==> src/rsb_cfg.svh <==
// Register map, field positions, reset values and timing counts of the reset status block
`ifndef RSB_CFG_SVH
`define RSB_CFG_SVH

`define RSB_ADDR_W              16
`define RSB_DATA_W              8
`define RSB_ADDR_BREAK_STATUS   16'hFE00
`define RSB_ADDR_RESET_STATUS   16'hFE01
`define RSB_ADDR_BREAK_CTRL     16'hFE03
`define RSB_ADDR_IRQ_STATUS     16'hFE04
`define RSB_ADDR_IRQ_MASK       16'hFE05

`define RSB_BIT_BREAK_WAIT      1
`define RSB_BIT_CLEAR_EN        7
`define RSB_BIT_POR             7
`define RSB_BIT_PIN             6
`define RSB_BIT_SRC_HI          5
`define RSB_BIT_SRC_LO          1

`define RSB_IRQ_W               3
`define RSB_IRQ_BREAK_WAIT      0
`define RSB_IRQ_PIN             1
`define RSB_IRQ_SEQ_DONE        2

`define RSB_RST_RESET_STATUS    8'h80
`define RSB_RST_ZERO            8'h00

`define RSB_CLK_PERIOD_NS       40
`define RSB_DRIVE_TIME_NS       1280
`define RSB_DRIVE_CYC           ((`RSB_DRIVE_TIME_NS + `RSB_CLK_PERIOD_NS - 1) / `RSB_CLK_PERIOD_NS)
`define RSB_XTAL_SAMPLE_CYC     32

`endif

==> src/rsb_pkg.sv <==
// Types shared by the reset status block
package rsb_pkg;

    typedef enum logic [3:0]
    {
        seq_idle   = 4'h1,
        seq_drive  = 4'h2,
        seq_settle = 4'h4,
        seq_sample = 4'h8
    } rsb_seq_t;

endpackage

==> src/rsb_status.sv <==
// Reset source, break status and break clear control registers with reset pin sequencing
`include "rsb_cfg.svh"

// Contract
// - Break status at FE00, reset status at FE01, break control at FE03.
// - Break status register holds a flag for break-caused low-power exit.
// - Break wait flag reads 1 after wait exit by break, else 0.
// - Reset flags accumulate so, once cleared, they show the latest source.
// - Reading reset status clears it until another source sets a flag.
// - Power-on reset sets the power-on flag and clears all others.
// - Power-on or internal reset drives the reset pin low.
// - After pin release wait 32 crystal cycles, sample; low sets pin flag.
// - Pin flag marks external reset; cleared by power-on or read.
// - Watchdog flag set when the watchdog produced the reset.
// - Bad opcode flag set when an illegal opcode caused the reset.
// - Bad address flag set only by illegal fetches, never data accesses.
// - Monitor entry flag set on blank-vector monitor entry with interrupt pin high.
// - Low voltage flag set when the low-voltage circuit caused the reset.
// - Clear enable readable, writable; when 0, break-state accesses clear nothing.
module rsb_status #(
    parameter int DRIVE_CYC = `RSB_DRIVE_CYC,
    parameter int XTAL_CYC  = `RSB_XTAL_SAMPLE_CYC
) (
    input  wire logic                    sys_clk,
    input  wire logic                    rst,
    input  wire logic                    clk_en,
    input  wire logic [`RSB_ADDR_W-1:0]  reg_addr,
    input  wire logic [`RSB_DATA_W-1:0]  reg_wdata,
    input  wire logic                    reg_wr,
    input  wire logic                    reg_rd,
    output logic      [`RSB_DATA_W-1:0]  reg_rdata,
    input  wire logic                    crystal_clock_tick,
    input  wire logic                    rst_pin_n_in,
    output logic                         rst_pin_out,
    output logic                         rst_pin_oe,
    output logic                         core_rst,
    input  wire logic                    break_state,
    input  wire logic                    break_wait_exit,
    input  wire logic                    watchdog_req,
    input  wire logic                    bad_opcode_req,
    input  wire logic                    bad_addr_req,
    input  wire logic                    bad_addr_is_fetch,
    input  wire logic                    monitor_entry_req,
    input  wire logic                    vector_blank,
    input  wire logic                    irq_pin_high,
    input  wire logic                    low_voltage_req,
    output logic                         irq
);

    ////////////////////////////////////////////////////////////////////////////////
    // Parameter checks

    localparam int DW = `RSB_DATA_W;
    localparam int SRC_N = `RSB_BIT_SRC_HI - `RSB_BIT_SRC_LO + 1;

    generate
        if (DRIVE_CYC < 1 || DRIVE_CYC > 255)
        begin : g_bad_drive
            $error("DRIVE_CYC must lie in 1..255");
        end
        if (XTAL_CYC < 1 || XTAL_CYC > 255)
        begin : g_bad_xtal
            $error("XTAL_CYC must lie in 1..255");
        end
    endgenerate

    ////////////////////////////////////////////////////////////////////////////////
    // Declarations

    rsb_pkg::rsb_seq_t     seq_ff;
    rsb_pkg::rsb_seq_t     nxt_seq;
    logic [7:0]            drive_cnt_ff;
    logic [7:0]            xtal_cnt_ff;
    logic [DW-1:0]         reset_status_ff;
    logic                  break_wait_ff;
    logic                  clear_en_ff;
    logic [`RSB_IRQ_W-1:0] irq_status_ff;
    logic [`RSB_IRQ_W-1:0] irq_mask_ff;
    logic [DW-1:0]         rdata_ff;
    logic [SRC_N-1:0]      src_vec;
    logic [DW-1:0]         set_vec;
    logic                  clr_ok;
    logic                  any_internal;
    logic                  pin_set;
    logic                  rd_reset_status;
    logic                  rd_irq_status;
    logic                  wr_break_status;
    logic [`RSB_IRQ_W-1:0] irq_set;

    ////////////////////////////////////////////////////////////////////////////////
    // Source decode

    // Data accesses to illegal addresses must not count, so the fetch qualifier gates it
    assign src_vec[4] = watchdog_req;
    assign src_vec[3] = bad_opcode_req;
    assign src_vec[2] = bad_addr_req && bad_addr_is_fetch;
    assign src_vec[1] = monitor_entry_req && vector_blank && irq_pin_high;
    assign src_vec[0] = low_voltage_req;
    assign any_internal = |src_vec;

    // Pin flag: an external low while idle, or still low at the late sample point
    assign pin_set = !rst_pin_n_in
                     && (seq_ff == rsb_pkg::seq_idle || seq_ff == rsb_pkg::seq_sample);

    // Break state protects flags from debugger reads unless clearing is enabled
    assign clr_ok = !break_state || clear_en_ff;

    assign rd_reset_status = reg_rd && reg_addr == `RSB_ADDR_RESET_STATUS;
    assign rd_irq_status   = reg_rd && reg_addr == `RSB_ADDR_IRQ_STATUS;
    assign wr_break_status = reg_wr && reg_addr == `RSB_ADDR_BREAK_STATUS;

    ////////////////////////////////////////////////////////////////////////////////
    // Set vector, one bit per reset source

    genvar gi;
    generate
        for (gi = 0; gi < DW; gi++)
        begin : g_set
            if (gi >= `RSB_BIT_SRC_LO && gi <= `RSB_BIT_SRC_HI)
            begin : g_src
                assign set_vec[gi] = src_vec[gi-`RSB_BIT_SRC_LO];
            end
            else if (gi == `RSB_BIT_PIN)
            begin : g_pin
                assign set_vec[gi] = pin_set;
            end
            else
            begin : g_none
                assign set_vec[gi] = 1'b0;
            end
        end
    endgenerate

    ////////////////////////////////////////////////////////////////////////////////
    // Reset pin sequencer

    always_comb
    begin
        nxt_seq = seq_ff;
        case (seq_ff)
            rsb_pkg::seq_idle:
            begin
                if (any_internal)
                begin
                    nxt_seq = rsb_pkg::seq_drive;
                end
            end
            rsb_pkg::seq_drive:
            begin
                if (drive_cnt_ff == 8'(DRIVE_CYC - 1))
                begin
                    nxt_seq = rsb_pkg::seq_settle;
                end
            end
            rsb_pkg::seq_settle:
            begin
                if (crystal_clock_tick && xtal_cnt_ff == 8'(XTAL_CYC - 1))
                begin
                    nxt_seq = rsb_pkg::seq_sample;
                end
            end
            rsb_pkg::seq_sample:
            begin
                nxt_seq = rsb_pkg::seq_idle;
            end
            default:
            begin
                nxt_seq = rsb_pkg::seq_idle;
            end
        endcase
    end

    // Power-on starts in the drive phase so the pin is pulled low from reset on
    always_ff @(posedge sys_clk or posedge rst)
    begin
        if (rst)
        begin
            seq_ff <= rsb_pkg::seq_drive;
        end
        else if (clk_en)
        begin
            seq_ff <= nxt_seq;
        end
    end

    always_ff @(posedge sys_clk or posedge rst)
    begin
        if (rst)
        begin
            drive_cnt_ff <= 8'h00;
        end
        else if (clk_en)
        begin
            if (seq_ff == rsb_pkg::seq_drive)
            begin
                drive_cnt_ff <= drive_cnt_ff + 8'h01;
            end
            else
            begin
                drive_cnt_ff <= 8'h00;
            end
        end
    end

    // Counts crystal ticks after release; holds its final value through the sample phase
    always_ff @(posedge sys_clk or posedge rst)
    begin
        if (rst)
        begin
            xtal_cnt_ff <= 8'h00;
        end
        else if (clk_en)
        begin
            if (seq_ff == rsb_pkg::seq_drive)
            begin
                xtal_cnt_ff <= 8'h00;
            end
            else if (seq_ff == rsb_pkg::seq_settle && crystal_clock_tick)
            begin
                xtal_cnt_ff <= xtal_cnt_ff + 8'h01;
            end
        end
    end

    assign rst_pin_oe  = seq_ff == rsb_pkg::seq_drive;
    assign rst_pin_out = 1'b0;
    assign core_rst    = seq_ff != rsb_pkg::seq_idle || !rst_pin_n_in;

    ////////////////////////////////////////////////////////////////////////////////
    // Reset source status

    // Flags accumulate; a new source landing on the clearing read survives it
    always_ff @(posedge sys_clk or posedge rst)
    begin
        if (rst)
        begin
            reset_status_ff <= `RSB_RST_RESET_STATUS;
        end
        else if (clk_en)
        begin
            if (rd_reset_status && clr_ok)
            begin
                reset_status_ff <= set_vec;
            end
            else
            begin
                reset_status_ff <= reset_status_ff | set_vec;
            end
        end
    end

    ////////////////////////////////////////////////////////////////////////////////
    // Break status and break clear control

    // Writing zero to the flag clears it; writing one has no effect
    always_ff @(posedge sys_clk or posedge rst)
    begin
        if (rst)
        begin
            break_wait_ff <= 1'b0;
        end
        else if (clk_en)
        begin
            if (break_wait_exit)
            begin
                break_wait_ff <= 1'b1;
            end
            else if (wr_break_status && clr_ok && !reg_wdata[`RSB_BIT_BREAK_WAIT])
            begin
                break_wait_ff <= 1'b0;
            end
        end
    end

    always_ff @(posedge sys_clk or posedge rst)
    begin
        if (rst)
        begin
            clear_en_ff <= 1'b0;
        end
        else if (clk_en)
        begin
            if (reg_wr && reg_addr == `RSB_ADDR_BREAK_CTRL)
            begin
                clear_en_ff <= reg_wdata[`RSB_BIT_CLEAR_EN];
            end
        end
    end

    ////////////////////////////////////////////////////////////////////////////////
    // Interrupt status and mask

    assign irq_set[`RSB_IRQ_BREAK_WAIT] = break_wait_exit;
    assign irq_set[`RSB_IRQ_PIN]        = pin_set;
    assign irq_set[`RSB_IRQ_SEQ_DONE]   = seq_ff == rsb_pkg::seq_sample;

    always_ff @(posedge sys_clk or posedge rst)
    begin
        if (rst)
        begin
            irq_status_ff <= `RSB_IRQ_W'(0);
        end
        else if (clk_en)
        begin
            if (rd_irq_status && clr_ok)
            begin
                irq_status_ff <= irq_set;
            end
            else
            begin
                irq_status_ff <= irq_status_ff | irq_set;
            end
        end
    end

    always_ff @(posedge sys_clk or posedge rst)
    begin
        if (rst)
        begin
            irq_mask_ff <= `RSB_IRQ_W'(0);
        end
        else if (clk_en)
        begin
            if (reg_wr && reg_addr == `RSB_ADDR_IRQ_MASK)
            begin
                irq_mask_ff <= reg_wdata[`RSB_IRQ_W-1:0];
            end
        end
    end

    assign irq = |(irq_status_ff & irq_mask_ff);

    ////////////////////////////////////////////////////////////////////////////////
    // Read data, valid the cycle after the strobe; unmapped addresses read zero

    always_ff @(posedge sys_clk or posedge rst)
    begin
        if (rst)
        begin
            rdata_ff <= `RSB_RST_ZERO;
        end
        else if (clk_en)
        begin
            if (reg_rd)
            begin
                case (reg_addr)
                    `RSB_ADDR_BREAK_STATUS:
                    begin
                        rdata_ff <= DW'({break_wait_ff, 1'b0});
                    end
                    `RSB_ADDR_RESET_STATUS:
                    begin
                        rdata_ff <= reset_status_ff;
                    end
                    `RSB_ADDR_BREAK_CTRL:
                    begin
                        rdata_ff <= {clear_en_ff, 7'h00};
                    end
                    `RSB_ADDR_IRQ_STATUS:
                    begin
                        rdata_ff <= DW'(irq_status_ff);
                    end
                    `RSB_ADDR_IRQ_MASK:
                    begin
                        rdata_ff <= DW'(irq_mask_ff);
                    end
                    default:
                    begin
                        rdata_ff <= `RSB_RST_ZERO;
                    end
                endcase
            end
            else
            begin
                rdata_ff <= `RSB_RST_ZERO;
            end
        end
    end

    assign reg_rdata = rdata_ff;
endmodule

==> config.mk <==
export PLATFORM = sky130hd
export DESIGN_NAME = rsb_status
export DESIGN_NICKNAME = d
export VERILOG_FILES = /design/src/rsb_pkg.sv /design/src/rsb_status.sv
export VERILOG_INCLUDE_DIRS = /design/src /design/src/src
export SDC_FILE = /design/constraint.sdc
export NUM_CORES = 1
export LEC_CHECK = 0
export BUFFER_PORTS_ARGS = -buffer_cell sky130_fd_sc_hd__buf_2
export CAP_MARGIN = 20
export CELL_PAD_IN_SITES_DETAIL_PLACEMENT = 0
export CELL_PAD_IN_SITES_GLOBAL_PLACEMENT = 1
export CORE_MARGIN = 1
export CORE_UTILIZATION = 37
export DETAILED_ROUTE_END_ITERATION = 10
export HOLD_SLACK_MARGIN = 0.05
export PLACE_DENSITY_LB_ADDON = 0.1
export REMOVE_ABC_BUFFERS = 1
export SYNTH_ARGS = -nofsm -noshare
export SYNTH_HDL_FRONTEND = slang
export SYNTH_SLANG_ARGS = --single-unit
==> constraint.sdc <==
create_clock -name sys_clk -period 1.82 [get_ports sys_clk]
set_clock_uncertainty 0.05 [all_clocks]
set_input_delay 0.182 -clock sys_clk [delete_from_list [all_inputs] [get_ports sys_clk]]
set_output_delay 0.182 -clock sys_clk [all_outputs]
set_load 0.01 [all_outputs]
# Word level (Yosys, flattened, before mapping)
# Index checks and enable logic that the tools add are counted.
[totals]
reg_bits = 44
elab_cells = 72
out_inout_bits = 12
inputBits = 41
[classes]
n_reduce_logical = 30
n_addsub = 2
n_bitwise = 3
n_eq_ne = 15
mux = 13
[op_table]
columns = ["op", "count"]
rows = [
  ["equality test 16 bit, second input constant", 5],
  ["2-to-1 mux 8 bit", 5],
  ["case mux 8 bit (5 select lines)", 1],
  ["adder 8 x 1 -> 8 bit, second input constant", 2],
  ["equality test 8 x 5 -> 1 bit, second input constant", 2],
  ["logical AND 1 bit", 15],
  ["2-to-1 mux 4 bit", 3],
  ["case mux 4 bit (3 select lines)", 1],
  ["bitwise OR 8 x 7 -> 8 bit", 1],
  ["AND reduction 2 bit", 4],
  ["OR reduction 5 bit", 1],
  ["equality test 4 x 1 -> 1 bit, second input constant", 1],
  ["equality test 4 x 2 -> 1 bit, second input constant", 1],
  ["equality test 4 x 3 -> 1 bit, second input constant", 1],
  ["equality test 4 bit, second input constant", 1],
  ["!= test 2 bit, second input constant", 2],
  ["!= test 4 x 1 -> 1 bit, second input constant", 1],
  ["AND reduction 4 bit", 1],
  ["nonzero test 2 bit", 2],
  ["bitwise AND 3 bit", 1],
  ["logical NOT 1 bit", 3],
  ["logical OR 1 bit", 3],
  ["2-to-1 mux 3 bit", 1],
  ["bitwise OR 3 bit", 1],
  ["other kinds (3)", 4],
]

# Longest topological paths before layout
# Gate-level depths: netlist of run 1.
[logic_depth]
ltp_word = 6
depth_mapped = 6
ltp_nobuf = 5

# Worst setup path before layout of run 1
# OpenSTA, ideal clock, no wires.
[synth_path]
path_kind = "reg2reg"
start = "reg seq_ff[1]"
end = "reg seq_ff[2]"
path_stages_with_launch = 7
n_path_buf = 1
setup_time_ns = 0.125
synth_period_minus_slack_ns = 1.924
slack_ns = -0.104
required_time_ns = 1.645
arrival_time_ns = 1.749
cell_sequence = "dfstp_2 > or4b_1 > buf_4 > inv_2 > o41ai_1 > nand3_1 > mux2_2"
[synth_between]
elab_chain_len = 3
elab_cells_between_ends = 8
cone_classes = "eq/ne (6); mux (1); reduce/logical (1)"
[synth_rtl]
columns = ["element", "line_no", "text"]
rows = [
  ["start, declared", "rsb_status.sv:70", "rsb_pkg::rsb_seq_t seq_ff;"],
  ["start signal, assigned", "rsb_status.sv:178", "seq_ff <= rsb_pkg::seq_drive;"],
  ["start signal, assigned", "rsb_status.sv:182", "seq_ff <= nxt_seq;"],
  ["equality test 4 x 2 -> 1 bit *", "--", ""],
  ["via rst_pin_oe", "rsb_status.sv:35", "output logic rst_pin_oe,"],
  ["!= test 2 x 1 -> 1 bit (no line)", "--", ""],
  ["AND reduction 4 bit (no line)", "--", ""],
]
# Mark *: on every way through the listed nets, which the timed path passes. The rest lies on a longest branch.
# A chain may end at the register's enable or synchronous reset.

# Final worst setup path of run 1
[layout_path]
start = "reg seq_ff[1]"
end = "out rst_pin_oe"
[layout_between]
elab_chain_len = 1
[layout_rtl]
columns = ["element", "line_no", "text"]
rows = [
  ["equality test 4 x 2 -> 1 bit", "rsb_status.sv:225", "assign rst_pin_oe = seq_ff == rsb_pkg::seq_drive;"],
  ["end, declared", "rsb_status.sv:35", ""],
]
# Every way passes these cells.

==> results of run 1 <==
## sequential cells by signal (all words and copies together), names as in the netlist
name             count
break_wait_ff        1
clear_en_ff          1
drive_cnt_ff         8
irq_mask_ff          3
irq_status_ff        3
reg_rdata            8
reset_status_ff      7
seq_ff               4
xtal_cnt_ff          8
## worst max-delay path, stage by stage (launching register included)
cell,delay [ns]
dfstp_2,0.54
or4b_4,0.48
inv_4,0.08
buf_6,0.11
buf_6,0.09
## timing repair
action,CTS,global route
resized for setup,6,4
cloned,0,0
hold buffers,1,1
pin swaps,0,2
endpoints found under the hold margin,41,1
buffers inserted,0,1
setup endpoints to repair,4,3
## how the worst min path moves through the flow
stage	to	start	cells after the start	slack, ns
final	irq_mask_ff[0]	reg_wdata[0]	2	0.07
after global routing	irq_mask_ff[0]	reg_wdata[0]	2	0.06
after CTS	irq_mask_ff[2]	reg_wdata[2]	2	0.06
after floorplan	drive_cnt_ff[7]	clk_en	1	0.21
after global placement	drive_cnt_ff[3]	rst	3	0.30
after detailed placement	drive_cnt_ff[5]	rst	3	0.30
## cell usage in the layout, fill, tap and decap left out, types with 5 or more instances in the layout
master / n
a22o_1: 9
and3_1: 6
buf_2: 46
buf_4: 30
clkbuf_8: 5
dfrtp_1: 41
inv_1: 6
mux2_2: 7
nand2_1: 15
nand3_1: 11
nand4_1: 13
nor2_1: 11
o21ai_0: 8
o2bb2ai_1: 7
xor2_1: 6
## cell families after synthesis
group,Yosys count,synth area share
xor gates and xnor gates,9,0.03629
muxes,10,0.05588
adders and majority gates,2,0.01152
AOI/OAI and AO/OA,41,0.1394
other,1,0.001726
DFF,43,0.4965
buffers and inverters,15,0.02937
and+or+nand+nor,83,0.2293
## synth_stat cells, types with 2 or more instances
| master | number |
|---|---|
| a21oi_1 | 4 |
| a21o_1 | 3 |
| dfstp_2 | 2 |
| inv_1 | 7 |
| nand4_1 | 13 |
| dfrtp_1 | 41 |
| nand3_1 | 11 |
| a2111oi_0 | 2 |
| nand2_1 | 15 |
| o2bb2ai_1 | 7 |
| nand4b_1 | 2 |
| and3_1 | 6 |
| and2_1 | 3 |
| ha_1 | 2 |
| xnor2_1 | 3 |
| nand2b_1 | 2 |
| nor2_1 | 11 |
| clkbuf_1 | 4 |
| buf_4 | 2 |
| nor3_1 | 4 |
| or4b_1 | 3 |
| mux2i_1 | 2 |
| mux2_2 | 7 |
| a31oi_1 | 3 |
| and4_1 | 2 |
| xor2_1 | 6 |
| a22o_1 | 9 |
| o21ai_0 | 8 |
| o31ai_1 | 2 |
## cell type report
cell class / instances / area, um2 / area share
clock buffer: 5 / 68.82 / 0.02398
clock inverter: 3 / 15.01 / 0.005231
inverter: 8 / 32.53 / 0.01133
multi-input combinational: 146 / 1067 / 0.3718
sequential: 43 / 1079 / 0.3758
tap: 72 / 90.09 / 0.03139
timing repair buffer: 81 / 518.0 / 0.1805
## per-layer routing
layer  vias up  share of wire  global-route usage
met2        27           0.48              0.3104
met3         7          0.031             0.03721
li1        923              -                   -
met4         0         0.0099             0.05000
met5         -              0                   0
met1       880           0.48              0.2305
## where the power goes
part,internal [mW],switching [mW]
Sequential,1.04,0.0705
Clock,0.263,0.328
Combinational,0.421,0.359
Total,1.72,0.757
## stage by stage
step	instance area (um2)	worst slack, ns
global route	2870	-0.05464
detailed placement	2696	-0.04803
finish	2870	-0.006363
CTS	2820	-0.01753
floorplan	2138	-0.1682
global placement	2696	-0.03556
==> impl_metrics.json, run 1 <==
{
  "pwr_density_cell_nw_per_um2": 864.4,
  "synth_edf_count": 0,
  "violations": "setup timing",
  "cts_root_buf": "clkbuf_8",
  "place_inst": 347,
  "dr.pass1.iters": 4,
  "clk_latency_ns": 0.30,
  "setup-violations-final": 1,
  "period_share": 1.003,
  "route.detailed.drc": 0,
  "yosys-top-cells-area": "dfrtp_1, nand4_1, a22o_1",
  "power_mw": 2.481,
  "syn_inst": 204,
  "rows": 27,
  "relSlewSlack": 0.6324,
  "n_fill_cell": 518,
  "wl_per_cell_um": 14.46,
  "die_height_um": 78.62,
  "rsz0062_at_grt": "yes",
  "tightest_slew_ns": 0.5514,
  "synth.avg_cell_area_um2": 10.65,
  "r2r_cells": 5,
  "outcome": "finished with violations",
  "grt_pass1_wl_um": 8756,
  "netlist_area_um2": 2172,
  "vias": 1837,
  "die-width_um": 78.62,
  "finish.utilization": 0.5149,
  "synthArstFlopShare": 1.000,
  "synth_flop_cell": "dfrtp_1",
  "die-area_um2": 6181,
  "postRouteAntennaNets": 0,
  "grt_pass1_vias": 1893,
  "ys_seq_area_frac": 0.4965,
  "start_kind": "flop",
  "cp-end-kind": "output port",
  "grt_usage": 0.1815,
  "port_buffers": 47,
  "finalNetCount": 328,
  "grt_remaining_overflow": 0,
  "crit_arrival_ns": 1.59,
  "required_ns": 1.59,
  "min_period_ns": 1.826,
  "cts_buffer_depth": 2,
  "cts_tree": "done",
  "initial_utilization": 0.3897,
  "area_growth_syn_to_layout_pct": 32.14,
  "drv_slew": 0,
  "finalNonFillerCells": 358,
  "grt_max_degree": 44,
  "path_class": "flop to output port",
  "setup_slack_ns": -0.006363,
  "leakagePower_nw": 1.382,
  "antenna_found_initial": 0,
  "htreeDepth": 2,
  "gp_congestion": 0.7408,
  "crit_path_max_fanout": 2,
  "peakVddDrop_mv": 0.5759,
  "ys_types": 47,
  "synth-seq-cells": 43,
  "dp_hpwl_um": 3804,
  "r2r_start": "seq_ff[1]",
  "drt-total-wl_um": 5176,
  "core_um2": 5574,
  "yosysWarningCount": 0,
  "cts_sinks": 43,
  "yosys.area.top_type": "dfrtp_1",
  "cap_violations": 0,
  "path_clk_slew_ns": 0.08,
  "layout-drive-gt1-share": 0.3776,
  "reg2reg_to": "seq_ff[2]",
  "vias_per_cell": 5.131,
  "whs_ns": 0.06620,
  "max_freq_mhz": 547.5,
  "synth_top_area_frac": 0.4724,
  "cts_made_buffers": 5,
  "hold_viol_final": 0,
  "ios": 53,
  "cp-startpoint": "seq_ff[1]",
  "r2r_slack_ns": 0.06,
  "hold_class": "input pin to flop",
  "drtIter0Drc": 73,
  "critPathCapture": "rst_pin_oe",
  "finalSetupTns_ns": -0.006363,
  "n_antenna_cell": 0
}
Power figures use the tool's default switching activity.
==> inputs of run 2 (changes only) <==
--- a/constraint.sdc
+++ b/constraint.sdc
@@ -3,3 +3,3 @@
 set_input_delay 0.182 -clock sys_clk [delete_from_list [all_inputs] [get_ports sys_clk]]
 set_output_delay 0.182 -clock sys_clk [all_outputs]
-set_load 0.01 [all_outputs]
+set_load 0.005 [all_outputs]
==> run 2 against run 1 <==
The run now ends clean. Via count increased by 1.1%. First-iteration DRC count increased by 18%. Hold slack improved by 0.0014 ns. Worst setup slack improved by 0.0080 ns. Count of clock-buffer cells in the layout unchanged. Combinational power decreased by 3.8%. Maximum frequency increased by 0.44%. Die area unchanged. Clock power about the same. Sequential power about the same. Critical path type unchanged. Critical endpoint unchanged. Largest cell class unchanged.
==> impl_metrics.json, run 2 (synthesis results as in run 1) <==
{
  "outcome": "finished, final reports clean",
  "reg2reg_to": "seq_ff[2]",
  "dpl_cell_area_um2": 2696,
  "r2r_slack_ns": 0.06,
  "finalNonFillerCells": 358,
  "stdcell_area_um2": 2853,
  "dp_hpwl_um": 3804,
  "drv_slew": 0,
  "start_kind": "flop",
  "clk_latency_ns": 0.30,
  "die_height_um": 78.62,
  "globalRoute.busiestLayer": "met2",
  "die-width_um": 78.62,
  "cts_root_buf": "clkbuf_8",
  "peakVddDrop_mv": 0.5539,
  "vias": 1857,
  "ios": 53,
  "htreeDepth": 2,
  "pwr_density_cell_nw_per_um2": 858.5,
  "cp-startpoint": "seq_ff[1]",
  "use_met1": 0.2283,
  "crit_arrival_ns": 1.59,
  "drt-total-wl_um": 5195,
  "grt_usage": 0.1808,
  "n_fill_cell": 522,
  "rsz0062_at_grt": "yes",
  "vias_per_cell": 5.187,
  "cpMostUsedCell": "buf_6",
  "hold_end": "irq_mask_ff[0]",
  "cts_sinks": 43,
  "dr.pass1.iters": 4,
  "cts_tree": "done",
  "cts_made_buffers": 5,
  "whs_path_depth": 2,
  "setup-violations-final": 0,
  "finalSetupTns_ns": 0,
  "max_freq_mhz": 549.9,
  "r2r_start": "seq_ff[1]",
  "cts_buffer_depth": 2,
  "place_inst": 347,
  "min_period_ns": 1.818,
  "gp_congestion": 0.7408,
  "relSlewSlack": 0.6346,
  "path_cells": "or4b_4 > inv_4 > buf_6 > buf_6",
  "cp-end-kind": "output port",
  "finish.utilization": 0.5118,
  "whs_ns": 0.06756,
  "rows": 27,
  "gr-usage-met3": 0.03721,
  "required_ns": 1.59,
  "r2r_cells": 5,
  "n_antenna_cell": 0,
  "antenna_found_initial": 0,
  "pre_cts_ws_ns": -0.04803,
  "grt_pass1_vias": 1897,
  "initial_utilization": 0.3897,
  "period_share": 0.9991,
  "path_clk_slew_ns": 0.08,
  "leakagePower_nw": 1.378,
  "power_mw": 2.449,
  "wl_per_cell_um": 14.51,
  "port_buffers": 47,
  "final_common_cell": "buf_2",
  "area_growth_syn_to_layout_pct": 31.34,
  "finalNetCount": 328,
  "hold_viol_final": 0,
  "die-area_um2": 6181,
  "drtIter0Drc": 86,
  "route.detailed.drc": 0,
  "grt_remaining_overflow": 0,
  "core_um2": 5574,
  "slowest_stage": "dfstp_2",
  "layout_common_cells": "buf_2, dfrtp_1, buf_4",
  "hold_class": "input pin to flop",
  "postRouteAntennaNets": 0,
  "path_class": "flop to output port",
  "cap_violations": 0,
  "crit_path_max_fanout": 4,
  "layout-drive-gt1-share": 0.3741,
  "tightest_slew_ns": 0.5480,
  "slowest_delay_ns": 0.54,
  "setup_slack_ns": 0.001625,
  "met2_usage": 0.3104,
  "grt_max_degree": 44,
  "holdCritStartpoint": "reg_wdata[0]",
  "grt_pass1_wl_um": 8714
}
[run 2: cell counts in the layout (fill, tap and decap cells not counted)]
Identical to the previous run, type by type.
[run 2: area by class of cell]
| cell class | instances | area, um2 | share of cell area |
|---|---|---|---|
| flip-flops and latches | 43 | 1079 | 0.3781 |
| multi-input cells | 146 | 1062 | 0.3724 |
| repair buffers | 81 | 505.5 | 0.1772 |
| well taps | 72 | 90.09 | 0.03158 |
| clock buffers | 5 | 68.82 | 0.02412 |
| inverters | 8 | 32.53 | 0.01140 |
| clock inverters | 3 | 15.01 | 0.005263 |
[run 2: routing by layer]
metal	routed length [um]	part of all wire
met1	2473	0.48
met2	2518	0.48
met3	152	0.029
met4	51	0.0098
met5	0	0
[run 2: timing repair]
| item | 4_1_cts | 5_1_grt |
|---|---|---|
| buffers inserted | 0 | 1 |
| pin swaps | 0 | 1 |
| setup endpoints to repair | 4 | 5 |
| hold buffers | 1 | 1 |
| endpoints found under the hold margin | 41 | 1 |
| resized for setup | 1 | 8 |
[run 2: worst max path at each step]
stage / end / cells past startpoint
2_1_floorplan: seq_ff[2] / 5
3_3_place_gp: irq_mask_ff[1] / 5
3_5_place_dp: irq_mask_ff[0] / 5
4_1_cts: seq_ff[0] / 5
5_1_grt: seq_ff[0] / 6
6_report: rst_pin_oe / 4
[run 2: power by group]
part	internal (mW)	switching (mW)	leakage (nW)
Clock	0.263	0.329	0.0477
Combinational	0.400	0.350	0.790
Sequential	1.04	0.0679	0.540
Total	1.70	0.747	1.38
[run 2: worst max-delay path: cells and delay by family, from the launching register on]
| family | cells | cell delay (ns) |
|---|---|---|
| and+or+nand+nor | 1 | 0.48 |
| buffers and inverters | 3 | 0.27 |
| DFF | 1 | 0.54 |
